### config.mk
export PLATFORM = sky130hd
export DESIGN_NAME = alf_framer
export DESIGN_NICKNAME = d
export VERILOG_FILES = /design/src/shared/alf_pkg.sv /design/src/rtl/alf_framer.sv
export SDC_FILE = /design/constraint.sdc
export NUM_CORES = 1
export LEC_CHECK = 0
export BUFFER_PORTS_ARGS = -buffer_cell sky130_fd_sc_hd__buf_4
export CORE_ASPECT_RATIO = 1.25
export CORE_MARGIN = 3
export CORE_UTILIZATION = 40
export CTS_BUF_LIST = sky130_fd_sc_hd__clkbuf_2 sky130_fd_sc_hd__clkbuf_4 sky130_fd_sc_hd__clkbuf_8
export DETAILED_ROUTE_END_ITERATION = 6
export GPL_TIMING_DRIVEN = 0
export SLEW_MARGIN = 20
export SYNTH_ARGS = -nofsm -noshare
export SYNTH_HDL_FRONTEND = slang
export SYNTH_SLANG_ARGS = --single-unit
export TNS_END_PERCENT = 50
### constraint.sdc
create_clock -name aclk -period 13.02 [get_ports aclk]
set_clock_uncertainty 0.15 [all_clocks]
set_input_delay 1.302 -clock aclk [delete_from_list [all_inputs] [get_ports aclk]]
set_output_delay 1.302 -clock aclk [all_outputs]
set_load 0.02 [all_outputs]
### src/shared/alf_pkg.sv
package alf_pkg;
    // Register map, byte addresses
    localparam logic [3:0] CTRL_OFF = 4'h0;
    localparam logic [3:0] STAT_OFF = 4'h4;
    // Bus responses
    localparam logic [1:0] RESP_OK  = 2'h0;
    localparam logic [1:0] RESP_ERR = 2'h2;

    // Control register layout, bit 0 is dual
    typedef struct packed {
        logic spd;   // Software power-down
        logic xlat;  // One extra output cycle
        logic fmt;   // Output format select
        logic dual;  // Dual-lane mode
    } alf_ctrl_t;
    localparam alf_ctrl_t CTRL_RST = 4'h0;

    // Lane symbols, first transmitted bit at bit 0
    typedef struct packed {
        logic [9:0] sym1;
        logic [9:0] sym0;
    } alf_lanes_t;

    // Sample geometry
    localparam int SAMPLE_W = 14;
    localparam int PAD_BITS = 4;

    // Latencies in conversion clocks
    localparam int PIPE_LAT     = 20;
    localparam int SYNC_ON_LAT  = 9;
    localparam int SYNC_OFF_LAT = 8;

    // Wake-up times in microseconds and cycles
    localparam int CLK_MHZ      = 50;
    localparam int WAKE_FULL_US = 50;
    localparam int WAKE_FAST_US = 50;
    localparam int WAKE_SOFT_US = 10;
    localparam int WAKE_CLK_US  = 5;
    localparam logic [11:0] WAKE_FULL_CYC = 12'(WAKE_FULL_US * CLK_MHZ);
    localparam logic [11:0] WAKE_FAST_CYC = 12'(WAKE_FAST_US * CLK_MHZ);
    localparam logic [11:0] WAKE_SOFT_CYC = 12'(WAKE_SOFT_US * CLK_MHZ);
    localparam logic [11:0] WAKE_CLK_CYC  = 12'(WAKE_CLK_US * CLK_MHZ);

    // 5b/6b and 3b/4b codes for negative disparity, a and f leftmost
    localparam logic [0:31][5:0] T56 = {
        6'h27, 6'h1d, 6'h2d, 6'h31, 6'h35, 6'h29, 6'h19, 6'h38,
        6'h39, 6'h25, 6'h15, 6'h34, 6'h0d, 6'h2c, 6'h1c, 6'h17,
        6'h1b, 6'h23, 6'h13, 6'h32, 6'h0b, 6'h2a, 6'h1a, 6'h3a,
        6'h33, 6'h26, 6'h16, 6'h36, 6'h0e, 6'h2e, 6'h1e, 6'h2b};
    localparam logic [0:7][3:0] T34 = {
        4'hb, 4'h9, 4'h5, 4'hc, 4'hd, 4'ha, 4'h6, 4'he};
    localparam logic [3:0] ALT7 = 4'h7;
    // Comma character for negative disparity, a leftmost
    localparam logic [9:0] K285 = 10'h0fa;
endpackage : alf_pkg

### src/rtl/alf_framer.sv
`timescale 1ns/1ps
`default_nettype none
// What this block does
// RQ1: Pad each 14-bit sample with four zero bits below the LSB.
// RQ2: First octet is the top eight bits, second the rest plus padding.
// RQ3: Single lane sends both octets in turn; dual lane one octet each.
// RQ4: Single-lane mode is selected after reset.
// RQ5: A sample reaches the output 20 clocks after it is taken.
// RQ6: Extra latency option adds one more output cycle.
// RQ7: Receiver pulls the sync request low to ask for realignment.
// RQ8: While sync is requested every lane sends K28.5; in single-lane mode lane 1 is held low instead.
// RQ9: Both sync edges are latched on the internal clock.
// RQ10: K28.5 appears 9 clocks after the request is latched.
// RQ11: Data resumes 8 clocks after the release is latched.
// RQ12: Data valid typically 50 us after complete power-down.
// RQ13: Data valid typically 50 us after fast-recovery power-down.
// RQ14: Data valid typically 10 us after software power-down.
// RQ15: Data valid typically 5 us after the clock restarts.
// RQ16: Format select clear gives twos complement, set gives offset binary.
// RQ17: Octets are 8b10b coded per lane, first bit leading.
// RQ18: Single-lane data resumes with the most significant octet.
module alf_framer #(
    parameter int LATENCY = alf_pkg::PIPE_LAT
) (
    // Clock and reset
    input  wire logic                aclk,
    input  wire logic                aresetn,
    // AXI4-Lite write
    input  wire logic [3:0]          s_axi_awaddr,
    input  wire logic                s_axi_awvalid,
    output var  logic                s_axi_awready,
    input  wire logic [31:0]         s_axi_wdata,
    input  wire logic [3:0]          s_axi_wstrb,
    input  wire logic                s_axi_wvalid,
    output var  logic                s_axi_wready,
    output var  logic [1:0]          s_axi_bresp,
    output var  logic                s_axi_bvalid,
    input  wire logic                s_axi_bready,
    // AXI4-Lite read
    input  wire logic [3:0]          s_axi_araddr,
    input  wire logic                s_axi_arvalid,
    output var  logic                s_axi_arready,
    output var  logic [31:0]         s_axi_rdata,
    output var  logic [1:0]          s_axi_rresp,
    output var  logic                s_axi_rvalid,
    input  wire logic                s_axi_rready,
    // Converter core, offset binary
    input  wire logic [13:0]         sample_in,
    // Pins
    input  wire logic                sync_req_n,
    input  wire logic                pdn_full,
    input  wire logic                pdn_fast,
    // Link side
    output var  alf_pkg::alf_lanes_t lane_sym,
    output var  logic                lane1_on,
    output var  logic                sample_sent,
    output var  logic                data_valid
);

    typedef enum logic [1:0] {ST_RUN, ST_DOWN, ST_WAKE} alf_pwr_t;

    alf_pkg::alf_ctrl_t ctrl_reg;
    alf_pwr_t           pwr_reg;
    logic               aw_got;
    logic               w_got;
    logic [3:0]         waddr_reg;
    logic [7:0]         wdata_reg;
    logic               wstrb0_reg;
    logic               wr_fire;
    logic               wr_hit;
    logic               sync_meta;
    logic               sync_sync;
    logic [1:0]         pd_meta;
    logic [1:0]         pd_sync;
    logic               act;
    logic [7:0]         act_dly;
    logic               k_sel;
    logic               k_reg;
    logic               slot_reg;
    logic [7:0]         lsb_hold_reg;
    logic [13:0]        dl [0:LATENCY];
    logic [13:0]        tap;
    logic [15:0]        word;
    logic [alf_pkg::SAMPLE_W+alf_pkg::PAD_BITS-1:0] padded;
    logic [7:0]         oct [2];
    logic               rd_reg [2];
    logic [9:0]         sym_reg [2];
    logic [7:0]         out_oct_reg [2];
    logic               pd_any;
    logic [11:0]        wake_cnt_reg;
    logic [11:0]        wake_age;
    logic [4:0]         cfg_age;

    // 8b10b encode, returns new disparity and symbol with bit a at 0
    function automatic logic [10:0] enc(input logic [7:0] d,
                                        input logic       k,
                                        input logic       rd);
        logic [5:0] s6;
        logic [3:0] s4;
        logic       r6;
        logic [9:0] w;
        logic [9:0] wr;
        s6 = alf_pkg::T56[d[4:0]];
        if (rd && ($countones(s6) != 3 || s6 == 6'h38)) begin
            s6 = ~s6;
        end
        r6 = rd ^ ($countones(s6) != 3);
        s4 = alf_pkg::T34[d[7:5]];
        if (d[7:5] == 3'h7 && (r6 ? s6[1:0] == 2'h0 : s6[1:0] == 2'h3)) begin
            s4 = alf_pkg::ALT7; // Avoid a run of five
        end
        if (r6 && ($countones(s4) != 2 || d[7:5] == 3'h3)) begin
            s4 = ~s4;
        end
        w = k ? (rd ? ~alf_pkg::K285 : alf_pkg::K285) : {s6, s4};
        for (int i = 0; i < 10; i++) begin
            wr[i] = w[9 - i];
        end
        enc = {k ? ~rd : r6 ^ ($countones(s4) != 2), wr};
    endfunction : enc

    // Write address and data are taken in either order
    assign wr_fire = aw_got && w_got && !s_axi_bvalid;
    assign wr_hit  = waddr_reg == alf_pkg::CTRL_OFF;

    // Write channel handshakes
    always_ff @(posedge aclk) begin
        if (!aresetn) begin
            s_axi_awready <= 1'b1;
            s_axi_wready  <= 1'b1;
            s_axi_bvalid  <= 1'b0;
            s_axi_bresp   <= alf_pkg::RESP_OK;
            aw_got        <= 1'b0;
            w_got         <= 1'b0;
            waddr_reg     <= 4'h0;
            wdata_reg     <= 8'h00;
            wstrb0_reg    <= 1'b0;
        end else begin
            if (s_axi_awvalid && s_axi_awready) begin
                aw_got        <= 1'b1;
                s_axi_awready <= 1'b0;
                waddr_reg     <= s_axi_awaddr;
            end
            if (s_axi_wvalid && s_axi_wready) begin
                w_got        <= 1'b1;
                s_axi_wready <= 1'b0;
                wdata_reg    <= s_axi_wdata[7:0];
                wstrb0_reg   <= s_axi_wstrb[0];
            end
            if (wr_fire) begin
                s_axi_bvalid <= 1'b1;
                s_axi_bresp  <= wr_hit ? alf_pkg::RESP_OK : alf_pkg::RESP_ERR;
            end
            if (s_axi_bvalid && s_axi_bready) begin
                s_axi_bvalid  <= 1'b0;
                aw_got        <= 1'b0;
                w_got         <= 1'b0;
                s_axi_awready <= 1'b1;
                s_axi_wready  <= 1'b1;
            end
        end
    end

    // Control register, dual lane off after reset
    always_ff @(posedge aclk) begin
        if (!aresetn) begin
            ctrl_reg <= alf_pkg::CTRL_RST; // [RQ4]
        end else if (wr_fire && wr_hit && wstrb0_reg) begin
            ctrl_reg <= alf_pkg::alf_ctrl_t'(wdata_reg[3:0]);
        end
    end

    // Read channel, status shows live block state
    always_ff @(posedge aclk) begin
        if (!aresetn) begin
            s_axi_arready <= 1'b1;
            s_axi_rvalid  <= 1'b0;
            s_axi_rdata   <= 32'h0;
            s_axi_rresp   <= alf_pkg::RESP_OK;
        end else if (s_axi_arvalid && s_axi_arready) begin
            s_axi_arready <= 1'b0;
            s_axi_rvalid  <= 1'b1;
            s_axi_rresp   <= alf_pkg::RESP_OK;
            case (s_axi_araddr)
                alf_pkg::CTRL_OFF: begin
                    s_axi_rdata <= {28'h0, ctrl_reg};
                end
                alf_pkg::STAT_OFF: begin
                    s_axi_rdata <= {28'h0, pd_any, data_valid, k_reg, act};
                end
                default: begin
                    s_axi_rdata <= 32'h0;
                    s_axi_rresp <= alf_pkg::RESP_ERR;
                end
            endcase
        end else if (s_axi_rvalid && s_axi_rready) begin
            s_axi_rvalid  <= 1'b0;
            s_axi_arready <= 1'b1;
        end
    end

    // Pin synchronisers
    always_ff @(posedge aclk) begin
        if (!aresetn) begin
            sync_meta <= 1'b1;
            sync_sync <= 1'b1;
            pd_meta   <= 2'h0;
            pd_sync   <= 2'h0;
        end else begin
            sync_meta <= sync_req_n;
            sync_sync <= sync_meta; // [RQ9]
            pd_meta   <= {pdn_fast, pdn_full};
            pd_sync   <= pd_meta;
        end
    end

    assign act = !sync_sync;

    // Request history sets comma on and off times
    always_ff @(posedge aclk) begin
        if (!aresetn) begin
            act_dly <= 8'h00;
        end else begin
            act_dly <= {act_dly[6:0], act};
        end
    end

    // Comma from 9 clocks after assert until 8 after release
    assign k_sel = act_dly[alf_pkg::SYNC_ON_LAT - 2]
                && act_dly[alf_pkg::SYNC_OFF_LAT - 2]; // [RQ10] [RQ11]

    // Sample pipeline
    always_ff @(posedge aclk) begin
        if (!aresetn) begin
            for (int i = 0; i <= LATENCY; i++) begin
                dl[i] <= 14'h0;
            end
        end else begin
            dl[0] <= sample_in;
            for (int i = 1; i <= LATENCY; i++) begin
                dl[i] <= dl[i - 1];
            end
        end
    end

    // Output tap, format and padding
    always_comb begin
        tap  = ctrl_reg.xlat ? dl[LATENCY] : dl[LATENCY - 1]; // [RQ5] [RQ6]
        padded = {ctrl_reg.fmt ? tap[13] : !tap[13], tap[12:0],
                  alf_pkg::PAD_BITS'(0)}; // [RQ1] [RQ16]
        word   = padded[$bits(padded) - 1 -: 16]; // Top 16 bits, two pad zeros kept
        oct[0] = (ctrl_reg.dual || !slot_reg) ? word[15:8] : lsb_hold_reg; // [RQ2]
        oct[1] = word[7:0]; // [RQ2]
    end

    // Octet slot sequencing for the single lane
    always_ff @(posedge aclk) begin
        if (!aresetn) begin
            k_reg        <= 1'b0;
            slot_reg     <= 1'b0;
            lsb_hold_reg <= 8'h00;
            sample_sent  <= 1'b0;
            lane1_on     <= 1'b0;
        end else begin
            k_reg       <= k_sel;
            sample_sent <= !k_sel && (ctrl_reg.dual || !slot_reg);
            lane1_on    <= ctrl_reg.dual;
            if (k_sel || ctrl_reg.dual) begin
                slot_reg <= 1'b0; // [RQ18]
            end else begin
                slot_reg <= !slot_reg; // [RQ3]
            end
            if (!slot_reg) begin
                lsb_hold_reg <= word[7:0];
            end
        end
    end

    // Per-lane encoder and disparity
    for (genvar g = 0; g < 2; g++) begin : g_lane
        logic [10:0] code;
        always_comb begin
            code = enc(oct[g], k_sel, rd_reg[g]); // [RQ8] [RQ17]
        end
        always_ff @(posedge aclk) begin
            if (!aresetn) begin
                rd_reg[g]      <= 1'b0;
                sym_reg[g]     <= 10'h0;
                out_oct_reg[g] <= 8'h00;
            end else if (g == 0 || ctrl_reg.dual) begin
                rd_reg[g]      <= code[10];
                sym_reg[g]     <= code[9:0];
                out_oct_reg[g] <= oct[g];
            end else begin
                sym_reg[g]     <= 10'h0; // Idle lane held low
            end
        end
    end

    assign lane_sym = '{sym1: sym_reg[1], sym0: sym_reg[0]};

    assign pd_any = pd_sync[0] || pd_sync[1] || ctrl_reg.spd;

    // Power state and wake-up timer, reset counts as clock restart
    always_ff @(posedge aclk) begin
        if (!aresetn) begin
            pwr_reg      <= ST_WAKE;
            wake_cnt_reg <= alf_pkg::WAKE_CLK_CYC; // [RQ15]
            data_valid   <= 1'b0;
        end else begin
            case (pwr_reg)
                ST_RUN: begin
                    wake_cnt_reg <= alf_pkg::WAKE_SOFT_CYC; // Sane count for a short pulse
                    if (pd_any) begin
                        pwr_reg    <= ST_DOWN;
                        data_valid <= 1'b0;
                    end
                end
                ST_DOWN: begin
                    // Cause is picked while still down; on release every cause reads clear
                    if (!pd_any) begin
                        pwr_reg <= ST_WAKE;
                    end else if (pd_sync[0]) begin
                        wake_cnt_reg <= alf_pkg::WAKE_FULL_CYC; // [RQ12]
                    end else if (pd_sync[1]) begin
                        wake_cnt_reg <= alf_pkg::WAKE_FAST_CYC; // [RQ13]
                    end else begin
                        wake_cnt_reg <= alf_pkg::WAKE_SOFT_CYC; // [RQ14]
                    end
                end
                ST_WAKE: begin
                    wake_cnt_reg <= wake_cnt_reg - 12'h1;
                    if (pd_any) begin
                        pwr_reg <= ST_DOWN;
                    end else if (wake_cnt_reg == 12'h1) begin
                        pwr_reg    <= ST_RUN;
                        data_valid <= 1'b1;
                    end
                end
                default: begin
                    pwr_reg <= ST_DOWN;
                end
            endcase
        end
    end

    // Checking helpers: wake time and settle time after a control write
    always_ff @(posedge aclk) begin
        if (!aresetn) begin
            wake_age <= 12'h0;
            cfg_age  <= 5'h0;
        end else begin
            wake_age <= (pwr_reg == ST_WAKE) ? wake_age + 12'h1 : 12'h0;
            if (wr_fire && wr_hit) begin
                cfg_age <= 5'h0;
            end else if (cfg_age != 5'h1f) begin
                cfg_age <= cfg_age + 5'h1;
            end
        end
    end
endmodule : alf_framer
`default_nettype wire

==> results.json, run 1 <==
{
  "initial_core_util_pct": 40.93,
  "insertion_delay_ns": 0.60,
  "path_clk_slew_ns": 0.06,
  "firstDrtPassIters": 4,
  "path_class": "reg -> reg",
  "synth_edf_count": 10,
  "ys_ff_latch": 381,
  "io_pins": 132,
  "maxCapViolations": 0,
  "crit_path_max_incr_delay_ns": 0.57,
  "synth_common_cells": "371 x dfxtp_1, 308 x and2_1, 72 x nor2_1, 57 x a21oi_1",
  "clock-root-buffer": "clkbuf_8",
  "synth_top_area_share_pct": 54.90,
  "yosys_warnings": 0,
  "post_cts_buffers": 0,
  "finalSetupTns_ns": 0,
  "setup_viol": 0,
  "ant_nets": 0,
  "wire_per_inst_um": 12.44,
  "multi_input_area_mm2": 0.005311,
  "die-area_mm2": 0.03608,
  "cp_max_fo": 10,
  "grt_overflow": 0,
  "die_w_um": 170.5,
  "rsz0062_at_grt": "false",
  "syn-cell-area_mm2": 0.01353,
  "arrival_ns": 10.94,
  "synth.most_common_cell": "dfxtp_1",
  "synth_top_area_cell": "dfxtp_1",
  "cp.required_ns": 13.35,
  "largest_reg_flops": 294,
  "wl_mm": 23.89,
  "hpwlAfterDp_mm": 17.60,
  "worstMarginPinSlew_ns": 0.8303,
  "synth_area_leaders": "dfxtp_1 55%, and2_1 14%, ha_1 3.9%, edfxtp_1 2.2%, a21oi_1 2.1%",
  "final_area_mm2": 0.01608,
  "period_minus_slack_ns": 10.61,
  "start_kind": "register",
  "grt_max_degree": 18,
  "cts_buffer_depth": 3,
  "dp_slack_ns": 2.356,
  "drive_gt1_share_pct": 15.64,
  "antenna_found_initial": 0,
  "postSynthAreaPerCell_um2": 10.50,
  "worst_slack_ns": 2.405,
  "fillers": 3058,
  "cts_tree": "done",
  "seq_area_mm2": 0.007727,
  "irDropWorstVdd_uv": 97.02,
  "cp-end-kind": "register",
  "power_density_mw_per_mm2": 167.2,
  "clock.fmax_mhz": 94.21,
  "ys_seq_area_share_pct": 57.12,
  "synth_cell_types": 72,
  "rows": 74,
  "port_buffers": 68,
  "finalNetCount": 1573,
  "vias": 8742,
  "die_h_um": 211.6,
  "synth_ff_type": "dfxtp_1",
  "grt_pass1_vias": 8751,
  "timing.slew.headroom_pct": 43.07,
  "fp.coreArea_mm2": 0.03305,
  "cts_sinks": 381,
  "grt_pass1_wl_mm": 40.02,
  "final_max_slew_viol_count": 0,
  "antenna_cells": 0,
  "ctsResizeCount": 0,
  "drt_iter0_drc": 316,
  "via_per_inst": 4.551,
  "hold_class": "reg -> reg",
  "htreeDepth": 2,
  "place_area_mm2": 0.01470,
  "place_congestion": 0.8058,
  "finalHoldViolCount": 0,
  "synthToLayoutAreaGrowth_pct": 18.90,
  "grt_use_total_pct": 13.46,
  "cts_hold_buf": 0,
  "crit_slowest_cell": "o21ai_0",
  "route.detailed.drc": 0,
  "numCtsBuffers": 58,
  "status": "finished clean",
  "ys_async_sr_fraction_pct": 0,
  "timing.final.crit_share_pct": 81.53,
  "power_mw": 2.689,
  "netlist_instances": 1288,
  "p_leak_nw": 7.016,
  "path_common_cell": "ha_1"
}
[through the flow]
| step | hold slack [ns] | cells | utilization (%) |
|---|---|---|---|
| CTS | 0.2348 | 1921 | 48.66 |
| floorplan | 0.2363 | 1326 | - |
| detailed placement | 0.2669 | 1812 | 44.48 |
| global placement | 0.2631 | 1812 | 44.48 |
| global route | 0.2488 | 1921 | 48.66 |
| finish | 0.2410 | 1921 | 48.66 |
[critical path, delay by kind of cell, from the launching register on]
kind | cells | cell delay [ns]
AND/OR/NAND/NOR | 5 | 0.51
flip-flops | 1 | 0.43
adder cells (fa/ha/maj) | 14 | 4.27
buffers and inverters | 8 | 1.11
AO/OA/AOI/OAI | 5 | 2.15
multiplexers | 1 | 0.49
XOR/XNOR | 7 | 1.35
[layout by cell type, fill, tap and decap left out, drive strengths merged, types with 3 or more instances in the layout]
cell type    n
a211oi       4
a21o         3
a21oi       57
a221o        4
a31oi        5
and2       308
buf        107
bufinv       3
clkbuf     144
clkinv       9
conb        40
dfxtp      371
edfxtp      10
fa           9
ha          42
inv         48
mux2         6
mux2i       24
nand2       49
nand2b       7
nand3       20
nand3b       5
nor2        72
nor2b        4
nor3        20
nor3b        4
nor4         4
o211ai      12
o21ai       32
o31ai        3
or3          6
or3b         3
or4          4
xnor2       21
xor2         6
[power breakdown]
part	switching (mW)	total [mW]	internal, mW
logic	0.212	0.365	0.153
clock network	0.449	1.10	0.649
registers	0.0185	1.23	1.21
[cells by family (layout without fill, tap and decap cells)]
| kind of cell | count (synthesis) | count (layout) | synth area share (%) |
|---|---|---|---|
| other | 2 | 40 | 0.05551 |
| adder cells (fa/ha/maj) | 52 | 52 | 5.290 |
| AND/OR/NAND/NOR | 515 | 515 | 21.52 |
| buffers and inverters | 134 | 311 | 4.671 |
| AO/OA/AOI/OAI | 147 | 147 | 7.177 |
| multiplexers | 30 | 30 | 2.414 |
| XOR/XNOR | 27 | 27 | 1.748 |
| flip-flops | 381 | 381 | 57.12 |
[layout make-up]
class / instances / share of cell area [%]
plain buffers: 88 / 2.847
clock buffers: 95 / 7.468
clock inverters: 14 / 1.112
inverters: 46 / 1.081
multi-input cells: 811 / 33.02
flip-flops and latches: 381 / 48.04
well taps: 418 / 3.252
repair buffers: 68 / 3.174
[path summary, 6_finish.rpt]
path | startpoint | endpoint | slack [ns] | cells after the start
min reg2reg | dl[1][16]$_SDFF_PN0_ | dl[1][30]$_SDFF_PN0_ | 0.24 | 1
max | ctrl_reg[2]$_SDFFE_PN0P_ | rd_reg[1]$_DFF_P_ | 2.41 | 40
max reg2reg | ctrl_reg[2]$_SDFFE_PN0P_ | rd_reg[1]$_DFF_P_ | 2.41 | 40
min | dl[1][16]$_SDFF_PN0_ | dl[1][30]$_SDFF_PN0_ | 0.24 | 1
[routing by layer]
layer  share of wire [%]  vias up  track usage [%]
li1                    -     4462                -
met1                  36     4057            13.00
met2                  56      164            27.31
met3                 4.3       59            2.839
met4                 3.0        0            5.010
met5                   0        -                0
Power figures use the tool's default switching activity.
==> inputs of run 2 (changes only) <==
Settings changed: ABC_AREA from default to 1.
Clock period 13.02 ns to 10.8 ns, I/O delays scaled along.
==> run 2 against run 1 <==
Effect of this change: design area grew 3.1%; register-to-register slack worse by 0.84 ns; sequential power grew 20%; largest power group unchanged; first-iteration DRC count rose by 16%; sequential share of layout area shrank 1.4 points; core utilization increased by 0.14 points.
==> results.json, run 2 <==
{
  "grt_pass1_wl_mm": 41.72,
  "yosys_warnings": 0,
  "place_inst": 2273,
  "port_buffers": 69,
  "finalHoldViolCount": 0,
  "status": "finished clean",
  "ctsResizeCount": 0,
  "worstMarginPinSlew_ns": 0.7891,
  "cts_sinks": 381,
  "ys_seq_area_share_pct": 55.29,
  "largest_reg_flops": 294,
  "power_density_mw_per_mm2": 199.3,
  "synth_top_area_cell": "dfxtp_1",
  "synth_edf_count": 10,
  "ys_async_sr_fraction_pct": 0,
  "cts_buffer_depth": 3,
  "post-route-util_pct": 48.80,
  "layout_commonest_cell": "nand2_1",
  "grt_max_degree": 18,
  "synth_cell_types": 54,
  "place_congestion": 0.7979,
  "ant_nets": 0,
  "cp-end-kind": "register",
  "cp_max_fo": 10,
  "initial_core_util_pct": 41.15,
  "synth_common_cells": "432 x nand2_1, 431 x inv_1, 371 x dfxtp_1, 65 x o21ai_0, 62 x nor2_1",
  "synth_top_area_share_pct": 53.14,
  "p_leak_nw": 9.828,
  "syn-cell-area_mm2": 0.01398,
  "synthToLayoutAreaGrowth_pct": 18.60,
  "drive_gt1_share_pct": 14.11,
  "crit_slowest_cell": "dfxtp_1",
  "path_clk_slew_ns": 0.06,
  "path_common_cell": "ha_1",
  "crit_path_max_incr_delay_ns": 0.57,
  "final_max_slew_viol_count": 0,
  "clock.fmax_mhz": 108.3,
  "netlist_instances": 1704,
  "synth_area_leaders": "dfxtp_1 53%, nand2_1 12%, inv_1 12%, ha_1 3.8%, o21ai_0 2.3%",
  "critPathTopFamily": "adder cells",
  "hpwlAfterDp_mm": 17.59,
  "cts_hold_buf": 0,
  "clock-root-buffer": "clkbuf_8",
  "die-area_mm2": 0.03724,
  "final_cell_mix": "432 x nand2_1, 431 x inv_1, 371 x dfxtp_1",
  "route.detailed.drc": 0,
  "die_w_um": 173.2,
  "start_kind": "register",
  "r2r_slack_ns": 1.57,
  "setup_viol": 0,
  "finalNetCount": 1991,
  "firstDrtPassIters": 5,
  "irDropWorstVdd_uv": 126.8,
  "maxCapViolations": 0,
  "antenna_cells": 0,
  "vias": 9678,
  "hold_class": "reg -> reg",
  "arrival_ns": 9.58,
  "grt_use_total_pct": 13.33,
  "fp.coreArea_mm2": 0.03397,
  "htreeDepth": 2,
  "fin_hold_ws_ns": 0.2355,
  "drt_iter0_drc": 365,
  "numCtsBuffers": 59,
  "path_buf_inv": 12,
  "rows": 75,
  "timing.slew.headroom_pct": 47.40,
  "io_pins": 132,
  "synth_ff_type": "dfxtp_1",
  "period_minus_slack_ns": 9.230,
  "timing.final.crit_share_pct": 85.47,
  "path_class": "reg -> reg",
  "cp.required_ns": 11.15,
  "ys_ff_latch": 381,
  "grt_pass1_vias": 9455,
  "synth.most_common_cell": "nand2_1",
  "power_mw": 3.304,
  "wl_mm": 24.35,
  "rsz0062_at_grt": "false",
  "die_h_um": 215.0,
  "antenna_found_initial": 0,
  "cts_tree": "done",
  "grt_overflow": 0,
  "via_per_inst": 4.061,
  "instances_no_fill": 2383,
  "finalSetupTns_ns": 0,
  "wire_per_inst_um": 10.22,
  "postSynthAreaPerCell_um2": 8.203,
  "post_cts_buffers": 0,
  "insertion_delay_ns": 0.62
}
run 2: cell count changes after synthesis, sizes merged, moves of 7 or more:
cell / change
a21oi: -16
and2: -307
inv: +394
mux2i: -23
nand2: +406
nand2b: -7
nand3: +33
nor2: -8
nor3: -9
o211ai: -9
o21ai: +41
xnor2: -13
run 2: per-stage QoR:
stage	setup WS [ns]	instance area, µm²
floorplan	2.449	14120
global placement	1.715	15220
detailed placement	1.492	15220
CTS	1.473	16580
global route	0.8759	16580
finish	1.570	16580
run 2: power breakdown:
| group | total (mW) | switching (mW) | internal (mW) |
|---|---|---|---|
| Sequential | 1.48 | 0.0223 | 1.46 |
| Clock | 1.31 | 0.554 | 0.754 |
| Combinational | 0.514 | 0.316 | 0.198 |
| Total | 3.30 | 0.892 | 2.41 |
run 2: layout make-up:
cell class / count / area [µm²]
clock inverters: 19 / 177.7
well taps: 462 / 578.1
repair buffers: 69 / 518.0
flip-flops and latches: 381 / 7727
plain buffers: 81 / 456.7
inverters: 440 / 1657
clock buffers: 91 / 1184
multi-input cells: 840 / 4279
fillers: 3342 / 17390
run 2: final timing paths:
kind,start,cells past startpoint,to
min,dl[1][33]$_SDFF_PN0_,2,dl[1][47]$_SDFF_PN0_
max reg2reg,ctrl_reg[2]$_SDFFE_PN0P_,46,rd_reg[1]$_DFF_P_
min reg2reg,dl[1][33]$_SDFF_PN0_,2,dl[1][47]$_SDFF_PN0_
max,ctrl_reg[2]$_SDFFE_PN0P_,46,rd_reg[1]$_DFF_P_
run 2: worst register-to-register path: cells and delay by family (launching register included):
kind                     cells  cell delay [ns]
AO/OA/AOI/OAI                4             0.92
AND/OR/NAND/NOR             11             1.15
XOR/XNOR                     4             0.98
adder cells (fa/ha/maj)     15             4.40
flip-flops                   1             0.57
buffers and inverters       12             0.97
run 2: per-layer routing:
layer / track usage, % / wire length (µm)
met1: 13.39 / 9802
met2: 26.24 / 12820
met3: 2.843 / 994
met4: 5.516 / 732
met5: 0 / 0
run 2: cell families (layout without fill, tap and decap cells):
group / after synthesis / in the layout / synth area share [%]
other: 2 / 40 / 0.05373
multiplexers: 1 / 1 / 0.07162
buffers and inverters: 521 / 700 / 15.12
flip-flops: 381 / 381 / 55.29
AO/OA/AOI/OAI: 131 / 131 / 5.228
AND/OR/NAND/NOR: 600 / 600 / 18.07
XOR/XNOR: 17 / 17 / 1.119
adder cells (fa/ha/maj): 51 / 51 / 5.049
